## src/logic/flash_seq_pkg.sv

```systemverilog
// Shared constants and types for the flash sequencer link
package flash_seq_pkg;
  localparam int CLK_PERIOD_PS = 5000;
  localparam int T_READY_BUSY_NS = 11000;
  localparam int T_READY_IDLE_NS = 500;
  localparam int T_RESET_HIGH_NS = 50;
  localparam int T_STANDBY_NS = 20000;
  localparam int T_PROGRAM_NS = 18000;
  localparam int T_ERASE_MS = 1000;
  localparam int T_BUSY_DELAY_NS = 90;
  localparam int T_WP_HOLD_NS = 2;
  localparam int READY_BUSY_CYC = (T_READY_BUSY_NS * 1000) / CLK_PERIOD_PS;
  localparam int READY_IDLE_CYC = (T_READY_IDLE_NS * 1000) / CLK_PERIOD_PS;
  localparam int RESET_HIGH_CYC = (T_RESET_HIGH_NS * 1000 + CLK_PERIOD_PS - 1) / CLK_PERIOD_PS;
  localparam int STANDBY_CYC = (T_STANDBY_NS * 1000 + CLK_PERIOD_PS - 1) / CLK_PERIOD_PS;
  localparam int PROGRAM_CYC = (T_PROGRAM_NS * 1000) / CLK_PERIOD_PS;
  localparam int ERASE_CYC = (T_ERASE_MS * 1000000) / (CLK_PERIOD_PS / 1000);
  localparam int BUSY_DELAY_CYC = (T_BUSY_DELAY_NS * 1000) / CLK_PERIOD_PS;
  localparam int WP_HOLD_CYC = (T_WP_HOLD_NS * 1000 + CLK_PERIOD_PS - 1) / CLK_PERIOD_PS;
  localparam logic [7:0] CMD_UNLOCK1 = 8'hAA;
  localparam logic [7:0] CMD_UNLOCK2 = 8'h55;
  localparam logic [7:0] CMD_PROGRAM = 8'hA0;
  localparam logic [7:0] CMD_ERASE_SETUP = 8'h80;
  localparam logic [7:0] CMD_SECTOR_ERASE = 8'h30;
  localparam logic [7:0] CMD_SUSPEND = 8'hB0;
  localparam logic [7:0] CMD_RESUME = 8'h30;
  localparam logic [7:0] CMD_READ_RESET = 8'hF0;
  localparam logic [7:0] CMD_PROTECT = 8'h68;
  localparam logic [7:0] CMD_UNPROTECT = 8'h60;
  localparam logic [7:0] CMD_PROTECT_VERIFY = 8'h48;
  localparam logic [7:0] CMD_UNPROTECT_VERIFY = 8'h40;
  localparam logic [7:0] PROTECT_ADDR = 8'h3A;
  localparam int ADDR_W = 20;
  localparam int DATA_W = 32;
  localparam int SECTOR_LSB = 14;
  localparam int POLL_BIT = 7;
  localparam int TOGGLE_BIT = 6;
  localparam int SUSP_BIT = 2;
  localparam int LAT_W = 4;
  localparam logic [LAT_W-1:0] BURST_LAT = 4'h4;
  typedef enum logic [2:0] {
    H_IDLE = 3'b000, H_WRITE = 3'b001, H_READ = 3'b011, H_WAIT = 3'b010, H_DONE = 3'b110
  } host_state_t;
  typedef enum logic [3:0] {
    OP_NONE = 4'h0, OP_PROGRAM = 4'h1, OP_ERASE = 4'h2, OP_PROTECT = 4'h3, OP_UNPROTECT = 4'h4
  } op_t;
endpackage

```

## src/logic/flash_bus_if.sv

```systemverilog
// Flash bus between memory controller and flash device
`timescale 1ns/10ps
interface flash_bus_if;
  import flash_seq_pkg::*;
  logic resetN;
  logic chipSelN;
  logic outEnN;
  logic writeEnN;
  logic writeProtN;
  logic syncRead;
  logic [ADDR_W-1:0] addr;
  logic [DATA_W-1:0] hostData;
  logic [DATA_W-1:0] devData;
  logic devDataOeN;
  logic burstRdy;
  logic ready_busy_n;
  modport device (input resetN, chipSelN, outEnN, writeEnN, writeProtN, syncRead, addr, hostData,
    output devData, devDataOeN, burstRdy, ready_busy_n);
  modport host (output resetN, chipSelN, outEnN, writeEnN, writeProtN, syncRead, addr, hostData,
    input devData, devDataOeN, burstRdy, ready_busy_n);
endinterface

```

## src/logic/flash_device.sv

```systemverilog
// Flash device end: reset recovery, embedded status, protect sequencing
// Summary of operation
// - Reset during algorithm: ready within 11 us
// - Reset while idle: ready within 500 ns
// - Host keeps reset high 50 ns
// - Reset low 20 us enters standby
// - Protect 68h, unprotect 60h, address 3Ah
// - Verify 48h/40h reports protect result
// - Suspend toggle only inside suspended sector
// - Toggle bits advance per completed read
// - Host compares two status reads
// - Toggling stops when algorithm finishes
// - Burst ready with data or one early
// - Host waits full burst latency
// - Polling bit complemented until program done
// - Double-word program busy about 18 us
// - Sector erase busy about 1.0 s
// - Busy shown within 90 ns of write
// - Host holds write protect past ready
`timescale 1ns/10ps
module flash_device
  import flash_seq_pkg::*;
#(
  parameter int PROGRAM_CYCLES = PROGRAM_CYC,
  parameter int ERASE_CYCLES = ERASE_CYC,
  parameter int STANDBY_CYCLES = STANDBY_CYC,
  parameter int READY_BUSY_CYCLES = READY_BUSY_CYC,
  parameter int READY_IDLE_CYCLES = READY_IDLE_CYC,
  parameter int NUM_SECTORS = 64
) (
  input wire logic core_clk,
  input wire logic reset,
  flash_bus_if.device bus,
  input wire logic [DATA_W-1:0] arrayData,
  input wire logic readyTimingBit,
  output logic standby,
  output logic [NUM_SECTORS-1:0] sectorProtected
);
  import flash_seq_pkg::*;

  typedef struct packed {
    logic [2:0] cmdStep;
    op_t op;
    logic busy;
    logic suspended;
    logic [31:0] opCnt;
    logic [31:0] rstCnt;
    logic inReset;
    logic recovering;
    logic [31:0] recCnt;
    logic standby;
    logic [ADDR_W-1:0] opAddr;
    logic [DATA_W-1:0] opData;
    logic togglePh;
    logic suspPh;
    logic verifyMode;
    logic verifyAct;
    logic [NUM_SECTORS-1:0] prot;
    logic rdActive;
    logic [LAT_W-1:0] latCnt;
    logic [DATA_W-1:0] dout;
    logic doutOeN;
    logic rdy;
    logic rbN;
    logic weDly;
    logic csDly;
  } dev_state_t;

  dev_state_t st_r, st_nxt;

  function automatic logic [$clog2(NUM_SECTORS)-1:0] sectorOf(input logic [ADDR_W-1:0] a);
    sectorOf = a[SECTOR_LSB +: $clog2(NUM_SECTORS)];
  endfunction

  logic writeDone;
  logic readDone;
  logic readLive;
  logic [7:0] cmd;
  assign writeDone = (!st_r.weDly && bus.writeEnN && !bus.chipSelN)
    || (!st_r.csDly && bus.chipSelN && !bus.writeEnN);
  assign readLive = !bus.chipSelN && !bus.outEnN && bus.writeEnN;
  assign cmd = bus.hostData[7:0];

  always_comb begin
    logic [DATA_W-1:0] status;
    status = '0;
    st_nxt = st_r;
    st_nxt.weDly = bus.writeEnN;
    st_nxt.csDly = bus.chipSelN;
    readDone = st_r.rdActive && !readLive;
    // Hardware reset pin handling
    if (!bus.resetN) begin
      st_nxt.inReset = 1'b1;
      st_nxt.cmdStep = '0;
      st_nxt.verifyMode = 1'b0;
      st_nxt.rdActive = 1'b0;
      st_nxt.doutOeN = 1'b1;
      st_nxt.rdy = 1'b0;
      if (!st_r.inReset) begin
        st_nxt.recovering = 1'b1;
        st_nxt.recCnt = st_r.busy ? 32'(READY_BUSY_CYCLES - 1) : 32'(READY_IDLE_CYCLES - 1);
        st_nxt.rstCnt = 32'h0000_0000;
      end else if (st_r.rstCnt < 32'(STANDBY_CYCLES)) begin
        st_nxt.rstCnt = st_r.rstCnt + 32'h0000_0001;
      end
      if (st_r.rstCnt + 32'h0000_0001 >= 32'(STANDBY_CYCLES)) begin
        st_nxt.standby = 1'b1;
      end
      if (st_r.recovering) begin
        if (st_r.recCnt == 32'h0000_0000) begin
          st_nxt.recovering = 1'b0;
        end else begin
          st_nxt.recCnt = st_r.recCnt - 32'h0000_0001;
        end
        if (st_r.busy && st_r.recCnt == 32'h0000_0000) begin
          st_nxt.busy = 1'b0;
          st_nxt.op = OP_NONE;
          st_nxt.suspended = 1'b0;
        end
      end
      st_nxt.rbN = !st_nxt.busy;
    end else begin
      st_nxt.inReset = 1'b0;
      st_nxt.standby = 1'b0;
      st_nxt.rstCnt = 32'h0000_0000;
      if (st_r.recovering) begin
        // Finish recovery after release; accesses ignored meanwhile
        if (st_r.recCnt == 32'h0000_0000) begin
          st_nxt.recovering = 1'b0;
          if (st_r.busy) begin
            st_nxt.busy = 1'b0;
            st_nxt.op = OP_NONE;
            st_nxt.suspended = 1'b0;
          end
        end else begin
          st_nxt.recCnt = st_r.recCnt - 32'h0000_0001;
        end
      end else begin
        // Embedded algorithm timer
        if (st_r.busy && !st_r.suspended) begin
          if (st_r.opCnt == 32'h0000_0000) begin
            st_nxt.busy = 1'b0;
            if (st_r.op == OP_PROTECT) begin
              st_nxt.prot[sectorOf(st_r.opAddr)] = 1'b1;
            end else if (st_r.op == OP_UNPROTECT) begin
              st_nxt.prot[sectorOf(st_r.opAddr)] = 1'b0;
            end
          end else begin
            st_nxt.opCnt = st_r.opCnt - 32'h0000_0001;
          end
        end
        // Command decoder on write completion
        if (writeDone) begin
          st_nxt.verifyMode = 1'b0;
          if (cmd == CMD_READ_RESET && st_r.cmdStep != 3'h3) begin
            st_nxt.cmdStep = '0;
          end else if (st_r.busy && cmd == CMD_SUSPEND && st_r.op == OP_ERASE) begin
            st_nxt.suspended = 1'b1;
          end else if (st_r.busy && st_r.suspended && cmd == CMD_RESUME) begin
            st_nxt.suspended = 1'b0;
          end else if (!st_r.busy && st_r.cmdStep != 3'h3 && bus.addr[7:0] == PROTECT_ADDR
                       && (cmd == CMD_PROTECT || cmd == CMD_UNPROTECT)) begin
            st_nxt.busy = 1'b1;
            st_nxt.op = (cmd == CMD_PROTECT) ? OP_PROTECT : OP_UNPROTECT;
            st_nxt.opAddr = bus.addr;
            st_nxt.opCnt = 32'(PROGRAM_CYCLES - 1);
            st_nxt.cmdStep = '0;
          end else if (!st_r.busy && st_r.cmdStep != 3'h3 && bus.addr[7:0] == PROTECT_ADDR
                       && (cmd == CMD_PROTECT_VERIFY || cmd == CMD_UNPROTECT_VERIFY)) begin
            st_nxt.verifyMode = 1'b1;
            st_nxt.verifyAct = (cmd == CMD_PROTECT_VERIFY);
            st_nxt.opAddr = bus.addr;
          end else if (!st_r.busy) begin
            case (st_r.cmdStep)
              3'h0: st_nxt.cmdStep = (cmd == CMD_UNLOCK1) ? 3'h1 : 3'h0;
              3'h1: st_nxt.cmdStep = (cmd == CMD_UNLOCK2) ? 3'h2 : 3'h0;
              3'h2: begin
                st_nxt.cmdStep = (cmd == CMD_PROGRAM) ? 3'h3 : (cmd == CMD_ERASE_SETUP) ? 3'h4 : 3'h0;
              end
              3'h3: begin
                st_nxt.busy = 1'b1;
                st_nxt.op = OP_PROGRAM;
                st_nxt.opAddr = bus.addr;
                st_nxt.opData = bus.hostData;
                st_nxt.opCnt = 32'(PROGRAM_CYCLES - 1);
                st_nxt.cmdStep = '0;
              end
              3'h4: st_nxt.cmdStep = (cmd == CMD_UNLOCK1) ? 3'h5 : 3'h0;
              3'h5: st_nxt.cmdStep = (cmd == CMD_UNLOCK2) ? 3'h6 : 3'h0;
              3'h6: begin
                if (cmd == CMD_SECTOR_ERASE) begin
                  st_nxt.busy = 1'b1;
                  st_nxt.op = OP_ERASE;
                  st_nxt.opAddr = bus.addr;
                  st_nxt.opData = '1;
                  st_nxt.opCnt = 32'(ERASE_CYCLES - 1);
                end
                st_nxt.cmdStep = '0;
              end
              default: st_nxt.cmdStep = '0;
            endcase
          end
        end
        // Read path and toggles
        st_nxt.rdActive = readLive;
        if (readDone && st_r.busy) begin
          st_nxt.togglePh = !st_r.togglePh;
          if (st_r.suspended && sectorOf(bus.addr) == sectorOf(st_r.opAddr)) begin
            st_nxt.suspPh = !st_r.suspPh;
          end
        end
        if (st_r.busy && !(st_r.suspended && sectorOf(bus.addr) != sectorOf(st_r.opAddr))) begin
          status[POLL_BIT] = (st_r.op == OP_PROGRAM) ? !st_r.opData[POLL_BIT] : 1'b0;
          status[TOGGLE_BIT] = st_r.togglePh;
          status[SUSP_BIT] = st_r.suspPh;
        end else if (st_r.verifyMode) begin
          status = {{(DATA_W-1){1'b0}}, st_r.prot[sectorOf(st_r.opAddr)] == st_r.verifyAct};
        end else if (!st_r.busy && st_r.op == OP_PROGRAM && bus.addr == st_r.opAddr) begin
          status = st_r.opData;
        end else begin
          status = arrayData;
        end
        if (!readLive) begin
          st_nxt.latCnt = '0;
          st_nxt.rdy = 1'b0;
          st_nxt.doutOeN = 1'b1;
        end else if (!bus.syncRead) begin
          st_nxt.dout = status;
          st_nxt.doutOeN = 1'b0;
        end else begin
          if (st_r.latCnt != BURST_LAT) begin
            st_nxt.latCnt = st_r.latCnt + 4'h1;
          end
          if (st_nxt.latCnt == BURST_LAT) begin
            st_nxt.dout = status;
            st_nxt.doutOeN = 1'b0;
          end
          st_nxt.rdy = readyTimingBit ? (st_nxt.latCnt >= BURST_LAT - 4'h1) : (st_nxt.latCnt == BURST_LAT);
        end
      end
      st_nxt.rbN = !st_nxt.busy;
    end
    if (reset) begin
      st_nxt = '0;
      st_nxt.doutOeN = 1'b1;
      st_nxt.rbN = 1'b1;
      st_nxt.weDly = 1'b1;
      st_nxt.csDly = 1'b1;
    end
  end

  always_ff @(posedge core_clk) begin
    st_r <= st_nxt;
  end

  assign bus.devData = st_r.dout;
  assign bus.devDataOeN = st_r.doutOeN;
  assign bus.burstRdy = st_r.rdy;
  assign bus.ready_busy_n = st_r.rbN;
  assign standby = st_r.standby;
  assign sectorProtected = st_r.prot;
endmodule // flash_device

```

## src/flat_wrapper.sv

```systemverilog
// flat-port wrapper written by rule: the top's interface ports become plain ports
module flash_device_flat import flash_seq_pkg::*;
#(
  parameter int PROGRAM_CYCLES = PROGRAM_CYC,
  parameter int ERASE_CYCLES = ERASE_CYC,
  parameter int STANDBY_CYCLES = STANDBY_CYC,
  parameter int READY_BUSY_CYCLES = READY_BUSY_CYC,
  parameter int READY_IDLE_CYCLES = READY_IDLE_CYC,
  parameter int NUM_SECTORS = 64
)
  (core_clk, reset, arrayData, readyTimingBit, standby, sectorProtected, bus_resetN, bus_chipSelN, bus_outEnN, bus_writeEnN, bus_writeProtN, bus_syncRead, bus_addr, bus_hostData, bus_devData, bus_devDataOeN, bus_burstRdy, bus_ready_busy_n);
  flash_bus_if bus_i ();
  input wire logic core_clk;
  input wire logic reset;
  input wire logic [DATA_W-1:0] arrayData;
  input wire logic readyTimingBit;
  output logic standby;
  output logic [NUM_SECTORS-1:0] sectorProtected;
  input wire logic [$bits(bus_i.resetN)-1:0] bus_resetN;
  input wire logic [$bits(bus_i.chipSelN)-1:0] bus_chipSelN;
  input wire logic [$bits(bus_i.outEnN)-1:0] bus_outEnN;
  input wire logic [$bits(bus_i.writeEnN)-1:0] bus_writeEnN;
  input wire logic [$bits(bus_i.writeProtN)-1:0] bus_writeProtN;
  input wire logic [$bits(bus_i.syncRead)-1:0] bus_syncRead;
  input wire logic [$bits(bus_i.addr)-1:0] bus_addr;
  input wire logic [$bits(bus_i.hostData)-1:0] bus_hostData;
  output wire logic [$bits(bus_i.devData)-1:0] bus_devData;
  output wire logic [$bits(bus_i.devDataOeN)-1:0] bus_devDataOeN;
  output wire logic [$bits(bus_i.burstRdy)-1:0] bus_burstRdy;
  output wire logic [$bits(bus_i.ready_busy_n)-1:0] bus_ready_busy_n;
  assign bus_i.resetN = bus_resetN;
  assign bus_i.chipSelN = bus_chipSelN;
  assign bus_i.outEnN = bus_outEnN;
  assign bus_i.writeEnN = bus_writeEnN;
  assign bus_i.writeProtN = bus_writeProtN;
  assign bus_i.syncRead = bus_syncRead;
  assign bus_i.addr = bus_addr;
  assign bus_i.hostData = bus_hostData;
  assign bus_devData = bus_i.devData;
  assign bus_devDataOeN = bus_i.devDataOeN;
  assign bus_burstRdy = bus_i.burstRdy;
  assign bus_ready_busy_n = bus_i.ready_busy_n;
  flash_device #(.PROGRAM_CYCLES(PROGRAM_CYCLES), .ERASE_CYCLES(ERASE_CYCLES), .STANDBY_CYCLES(STANDBY_CYCLES), .READY_BUSY_CYCLES(READY_BUSY_CYCLES), .READY_IDLE_CYCLES(READY_IDLE_CYCLES), .NUM_SECTORS(NUM_SECTORS)) u_core (.core_clk(core_clk), .reset(reset), .bus(bus_i), .arrayData(arrayData), .readyTimingBit(readyTimingBit), .standby(standby), .sectorProtected(sectorProtected));
endmodule
```

## config.mk

```make
export PLATFORM = sky130hd
export DESIGN_NAME = flash_device_flat
export DESIGN_NICKNAME = d
export VERILOG_FILES = /design/src/logic/flash_seq_pkg.sv /design/src/logic/flash_bus_if.sv /design/src/logic/flash_device.sv /design/src/flat_wrapper.sv
export SDC_FILE = /design/constraint.sdc
export NUM_CORES = 1
export LEC_CHECK = 0
export ABC_AREA = 1
export BUFFER_PORTS_ARGS = -buffer_cell sky130_fd_sc_hd__buf_2
export CAP_MARGIN = 20
export CORE_AREA = 2 2 256 258
export CTS_BUF_LIST = sky130_fd_sc_hd__clkbuf_4
export DETAILED_ROUTE_END_ITERATION = 8
export DIE_AREA = 0 0 258 260
export GPL_ROUTABILITY_DRIVEN = 0
export PLACE_DENSITY = 0.46
export SETUP_SLACK_MARGIN = 0.02
export SLEW_MARGIN = 20
export SYNTH_ARGS = -nofsm -noshare
export SYNTH_HDL_FRONTEND = slang
export SYNTH_SLANG_ARGS = --single-unit
export TNS_END_PERCENT = 1
```

## constraint.sdc

```tcl
create_clock -name core_clk -period 3.5 [get_ports core_clk]
set_input_delay 0.35 -clock core_clk [delete_from_list [all_inputs] [get_ports core_clk]]
set_output_delay 0.35 -clock core_clk [all_outputs]
set_load 0.02 [all_outputs]
```

==> results of run 1 <==
-- flip-flops by register name (all words and copies together) (netlist names) --
register,count
u_core.bus.ready_busy_n,1
u_core.standby,1
u_core.sectorProtected,64
u_core.bus.devDataOeN,1
u_core.st_r,169
u_core.bus.burstRdy,1
u_core.bus.devData,32
-- cells by family (layout without fill, tap and decap cells) --
group,count (synthesis),in the layout
flip-flops,269,269
adder cells (fa/ha/maj),8,8
AND/OR/NAND/NOR,1206,1206
buffers and inverters,430,683
other,0,3
AO/OA/AOI/OAI,468,468
XOR/XNOR,62,62
-- worst reg2reg max path, stage by stage (launching register included) --
cell	delay (ns)
dfxtp_1	0.68
inv_1	0.38
nand2_1	0.14
nand4_1	0.11
nor2_2	0.27
nand3_2	0.10
buf_4	0.31
o21ai_1	0.23
nand2_1	0.08
a21oi_1	0.14
dlygate4sd3_1	0.55
-- synth_stat cells, types with 13 or more instances --
| library cell | instances | share of area |
|---|---|---|
| a211oi_1 | 32 | 0.015 |
| a21oi_1 | 166 | 0.052 |
| a21oi_2 | 23 | 0.013 |
| buf_2 | 21 | 0.0066 |
| buf_4 | 101 | 0.048 |
| clkbuf_1 | 67 | 0.016 |
| dfxtp_1 | 269 | 0.34 |
| inv_1 | 222 | 0.052 |
| inv_2 | 13 | 0.0031 |
| nand2_1 | 577 | 0.14 |
| nand3_1 | 82 | 0.026 |
| nand4_1 | 41 | 0.016 |
| nor2_1 | 355 | 0.084 |
| nor3_1 | 95 | 0.030 |
| o21a_1 | 58 | 0.027 |
| o21ai_0 | 144 | 0.045 |
| xor2_1 | 50 | 0.028 |
-- report_power, final --
part / switching, mW / total, mW / internal, mW
logic: 0.528 / 0.851 / 0.322
clock network: 1.46 / 3.07 / 1.61
registers: 0.0585 / 3.17 / 3.11
-- layer usage --
metal / wire length (µm) / part of all wire
met2: 24000 / 0.45
met4: 1490 / 0.028
met1: 24600 / 0.46
met5: 74 / 0.0014
met3: 3100 / 0.058
-- stage by stage --
| step | power (mW) | utilization |
|---|---|---|
| 6_report | 7.09 | 0.295 |
| 5_1_grt | 7.53 | 0.295 |
| 4_1_cts | 7.25 | 0.295 |
| 3_5_place_dp | 4.00 | 0.265 |
| 3_3_place_gp | 3.99 | 0.265 |
| 2_1_floorplan | 3.75 | - |
-- final cells by class --
type / instances / area share
clock inverter: 13 / 0.00331
inverter: 237 / 0.0473
antenna: 3 / 0.000397
clock buffer: 125 / 0.0496
sequential: 269 / 0.285
timing repair buffer: 308 / 0.110
tap: 855 / 0.0566
multi-input combinational: 1744 / 0.448
-- worst paths after layout --
kind	startpoint	endpoint
hold reg to reg	u_core.bus.devDataOeN	u_core.bus.devDataOeN
setup reg to reg	u_core.st_r[158]	u_core.bus.devData[9]
setup / recovery	u_core.st_r[158]	u_core.bus.devData[9]
hold / removal	bus_outEnN	u_core.bus.devDataOeN
==> flow_metrics.py, run 1 <==
metrics = {
    "routing": {
        "wl_um": 53300,
        "route.detailed.drc": 0,
        "wire_per_inst_um": 15.0,
        "drtPass1Iterations": 5,
        "drt-initial-drc-count": 1126,
        "route.vias.total": 16400,
        "ant_nets": 0,
        "post_drt_via_cell_ratio": 4.61,
    },
    "timing": {
        "fin_crit_sh": 0.871,
        "setup_ws_ns": 0.453,
        "skew_ns": 0.0614,
        "worst_pin_slew_ns": 1.03,
        "timing.hold.ws_ns": 0.190,
        "fin_crit_ns": 3.05,
        "slew_headroom": 0.314,
        "setup_violations": 0,
        "hold_viol": 0,
        "grt_setup_unrepaired": "no",
        "timing.fmax_ghz": 0.328,
        "setup_tns_ns": 0,
        "finalMaxSlewViolations": 0,
    },
    "critical_path": {
        "crit_cells": 10,
        "crit_family": "buffers and inverters",
        "critPathSlowestCell": "dfxtp_1",
        "rrSetupSlack_ns": 0.45,
        "end_kind": "flop",
        "crit_type": "reg -> reg",
        "max_stage_delay_ns": 0.68,
        "required_ns": 4.22,
        "crit_buf_inv": 3,
        "cp_common_cell": "nand2_1",
        "critPathMaxFanout": 63,
        "critPathArrivalTime_ns": 3.77,
        "worst_setup_path_start_kind": "flop",
        "crit_chain": "inv_1 -> nand2_1 -> nand4_1 -> nor2_2 -> nand3_2 -> buf_4 -> o21ai_1 -> nand2_1 -> a21oi_1 -> dlygate4sd3_1",
        "rr_worst_depth": 10,
    },
    "clock_tree": {
        "cts_tree": "yes",
        "cts.sinks": 269,
        "root_buffer": "clkbuf_4",
        "cts_buffers": 87,
        "path_clk_slew_ns": 0.06,
        "cts.path.max_buffers": 3,
        "ctsHoldBuffers": 91,
        "clk_latency_ns": 0.81,
        "htreeDepth": 3,
        "post_cts_buffers": 0,
        "cts.repair.resized": 0,
    },
    "yosys": {
        "synth_fa_ha_area_frac": 0.00630,
        "ys_ff_latch": 269,
        "synth.avg_cell_area_um2": 6.51,
        "synth_top_family_by_area": "simple AND/OR/NAND/NOR gates",
        "synth_compound_area_frac": 0.173,
        "synthMuxAreaShare": 0,
        "synth-simple-area-share": 0.319,
        "yosys_warnings": 0,
        "synth.distinct_cells": 52,
        "synthXorXnorAreaFrac": 0.0342,
        "synth_top_flop_cell": "dfxtp_1",
        "synth_nets": 2544,
        "syn_inst": 2443,
        "syn_area_mm2": 0.0159,
        "ys_async_sr_fraction": 0,
        "ys_seq_area_frac": 0.339,
        "synth_edf_count": 0,
    },
    "global_routing": {
        "grt_pass1_wl_um": 84400,
        "grt_overflow": 0,
        "met1_usage": 0.204,
        "grt_pass1_vias": 15700,
        "antenna_found_initial": 7,
        "grt_use_met2": 0.254,
        "grt_max_degree": 65,
        "grt_usage": 0.157,
        "grt_busiest_layer": "met2",
        "grt_use_met3": 0.0366,
    },
    "final_layout": {
        "final_cells": 3554,
        "nets": 2748,
        "area_delta_synth_final_pct": 19.0,
        "nFillCells": 7132,
        "multi_input_area_mm2": 0.00848,
        "layout-drive-gt1-share": 0.161,
        "post-route-cell-area_mm2": 0.0189,
        "final_cell_mix": "576 x nand2_1, 354 x nor2_1, 269 x dfxtp_1",
        "final_common_cell": "nand2_1",
        "regArea_mm2": 0.00539,
    },
    "placement": {
        "portBuffers": 191,
        "dpl_cell_area_mm2": 0.0170,
        "dp_slack_ns": 0.828,
        "dp_hpwl_um": 37300,
        "placedCellCount": 3322,
    },
    "power": {
        "leakage_nw": 8.15,
        "vdd.ir_drop.worst_v": 0.000151,
        "power_density_mw_per_mm2": 375,
    },
    "flow_run": {
        "drv_cap": 0,
    },
    "floorplan": {
        "num_io_pins": 193,
        "core_mm2": 0.0641,
        "rows": 93,
        "start_util": 0.248,
        "die_h_um": 260,
        "die_area_mm2": 0.0671,
        "die_w_um": 258,
    },
    "worst_hold_path": {
        "min_path_cells": 6,
        "hold_path.class": "in -> reg",
    },
    "outcome": {
        "status": "finished, final reports clean",
    },
}
No activity file was read; power rests on OpenSTA's default activity.
==> run 2: changes to the inputs <==
Settings changed: ABC_AREA 1 to 0, CORE_AREA 2 2 256 258 to 2 2 243 245, DIE_AREA 0 0 258 260 to 0 0 245 247, REMOVE_ABC_BUFFERS set to 1.
Clock period 3.5 ns to 3.6 ns, I/O delays scaled along.
==> run 2 against run 1 <==
  * Sequential power is 2% lower
  * Critical endpoint is now u_core.sectorProtected[33]
  * Via count down 18%
  * Largest power group unchanged
  * Highest routed layer unchanged
  * Register-to-register slack got worse by 0.33 ns
  * Die area is 9.8% lower
==> flow_metrics.py, run 2 <==
metrics = {
    "critical_path": {
        "cp_common_cell": "or4_1",
        "crit_family": "simple AND/OR/NAND/NOR gates",
        "critPathSlowestCell": "or4_1",
        "crit_buf_inv": 0,
        "critPathMaxFanout": 16,
        "required_ns": 4.24,
        "critPathArrivalTime_ns": 4.11,
        "crit_chain": "or4_4 -> or4_1 -> or4_1 -> nor4_2 -> nand2_1 -> o21ai_0 -> o31ai_1",
        "end_kind": "flop",
        "max_stage_delay_ns": 0.69,
        "worst_setup_path_start_kind": "flop",
        "crit_type": "reg -> reg",
    },
    "yosys": {
        "synth_common_cells": "269 x dfxtp_1, 174 x nor2_1, 119 x nor3_1, 110 x clkbuf_1",
        "synth_edf_count": 0,
        "synth_top_area_frac": 0.377,
        "yosys.area.top_type": "dfxtp_1",
        "synth_top_flop_cell": "dfxtp_1",
        "ys_ff_latch": 269,
        "syn_inst": 1741,
        "synth.distinct_cells": 74,
        "synth.area.top_cells": "dfxtp_1 38%, buf_4 5.1%, nor2_1 4.6%",
        "ys_seq_area_frac": 0.377,
        "ys_async_sr_fraction": 0,
        "syn_area_mm2": 0.0143,
        "yosys.cell_count.top_type": "dfxtp_1",
        "yosys_warnings": 0,
        "synth.avg_cell_area_um2": 8.21,
    },
    "power": {
        "vdd.ir_drop.worst_v": 0.000156,
        "leakage_nw": 6.84,
        "power_density_mw_per_mm2": 406,
        "power_mw": 7.15,
    },
    "final_layout": {
        "final_common_cell": "dfxtp_1",
        "nets": 2055,
        "largest_register_ffs": 169,
        "layout-drive-gt1-share": 0.221,
        "post-route-cell-area_mm2": 0.0176,
        "top_register": "u_core.st_r",
        "area_delta_synth_final_pct": 23.2,
        "final_cell_mix": "268 x dfxtp_1, 190 x buf_2, 173 x nor2_1",
    },
    "floorplan": {
        "rows": 89,
        "core_mm2": 0.0582,
        "die_w_um": 245,
        "num_io_pins": 193,
        "die_h_um": 247,
        "start_util": 0.245,
        "die_area_mm2": 0.0605,
    },
    "placement": {
        "dp_hpwl_um": 30500,
        "portBuffers": 191,
        "dp_slack_ns": 0.108,
        "dpl_cell_area_mm2": 0.0154,
    },
    "clock_tree": {
        "cts_buffers": 83,
        "clk_latency_ns": 0.82,
        "cts.sinks": 269,
        "path_clk_slew_ns": 0.05,
        "root_buffer": "clkbuf_4",
        "post_cts_buffers": 0,
        "cts.path.max_buffers": 3,
        "htreeDepth": 3,
        "cts_tree": "yes",
    },
    "global_routing": {
        "grt_pass1_wl_um": 72800,
        "grt_usage": 0.149,
        "antenna_found_initial": 4,
        "grt_pass1_vias": 13400,
        "grt_max_degree": 150,
        "grt_overflow": 0,
    },
    "timing": {
        "finalMaxSlewViolations": 0,
        "skew_ns": 0.0909,
        "worst_pin_slew_ns": 0.715,
        "slew_headroom": 0.516,
        "hold_viol": 0,
        "setup_ws_ns": 0.126,
        "grt_setup_unrepaired": "yes",
        "fin_crit_sh": 0.965,
        "setup_violations": 0,
        "timing.fmax_ghz": 0.288,
        "fin_crit_ns": 3.47,
    },
    "routing": {
        "wl_um": 45900,
        "wire_per_inst_um": 16.5,
        "route.vias.total": 13500,
        "drt-initial-drc-count": 672,
        "ant_nets": 0,
        "route.detailed.drc": 0,
        "drtPass1Iterations": 6,
        "post_drt_via_cell_ratio": 4.83,
    },
    "outcome": {
        "status": "finished, final reports clean",
    },
    "flow_run": {
        "drv_cap": 0,
    },
    "worst_hold_path": {
        "hold_path.class": "in -> reg",
    },
}
==> run 2: changes by cell type after synthesis, sizes merged, moves of 41 or more <==
cell / delta
nand2: -478
inv: -219
nor2: -197
a21oi: -114
nor2b: +77
o31ai: +69
o21a: -56
o21ai: -50
nand3: -48
clkbuf: +41
==> run 2: cell families after synthesis <==
group / Yosys count / share of synthesized area
simple gates: 719 / 0.265
compound gates: 389 / 0.177
flops: 269 / 0.377
buf+inv: 240 / 0.0892
mux: 65 / 0.0543
xor+xnor: 51 / 0.0313
fa+ha+maj: 8 / 0.00700
==> run 2: routing by layer <==
metal  GRT usage  share of wire  vias to the layer above
li1            -              -                     6663
met1       0.190           0.46                     6371
met2       0.242           0.47                      313
met3      0.0317          0.046                       99
met4      0.0680          0.029                        4
met5           0        0.00037                        -
==> run 2: area by class of cell <==
cell class                      count  area (µm²)
Tap cell                          773         967
Antenna cell                        3        7.51
Timing Repair Buffer              348        2460
Clock inverter                     22         150
Fill cell                        6215       40600
Inverter                           20        75.1
Multi-Input combinational cell   1232        7690
Clock buffer                      116         871
Sequential cell                   269        5390
==> run 2: path summary, 6_finish.rpt <==
kind,cells past startpoint,slack (ns),end,from
worst max-delay path,7,0.13,u_core.sectorProtected[33],u_core.st_r[231]
worst min-delay path,4,0.11,u_core.bus.devData[6],arrayData[6]
worst max register to register,7,0.13,u_core.sectorProtected[33],u_core.st_r[231]
worst min register to register,2,0.46,u_core.st_r[151],u_core.st_r[151]
==> run 2: worst reg2reg max path, cell delays in order (launching register included) <==
cell and delay, ns:
dfxtp_1 0.36, or4_4 0.59, or4_1 0.52, or4_1 0.69
nor4_2 0.35, nand2_1 0.46, o21ai_0 0.32, o31ai_1 0.10
==> run 2: timing repair <==
action	in CTS	in global routing
hold endpoints to repair	100	0
hold buffers	119	0
endpoints found under the setup margin	0	38
gates resized for setup	0	4
==> run 2: report_power, final <==
group	internal, mW	switching (mW)
Combinational	0.381	0.606
Sequential	3.04	0.0715
Clock	1.61	1.44
==> run 2: per-stage QoR <==
stage,setup TNS [ns],util,hold slack [ns],instances
6_report,0,0.302,0.105,2783
5_1_grt,-1.62,0.302,0.103,2782
4_1_cts,0,0.302,0.0329,2780
3_5_place_dp,0,0.264,0.457,2523
3_3_place_gp,0,0.264,0.450,2523
2_1_floorplan,-8.03,-,0.429,1521
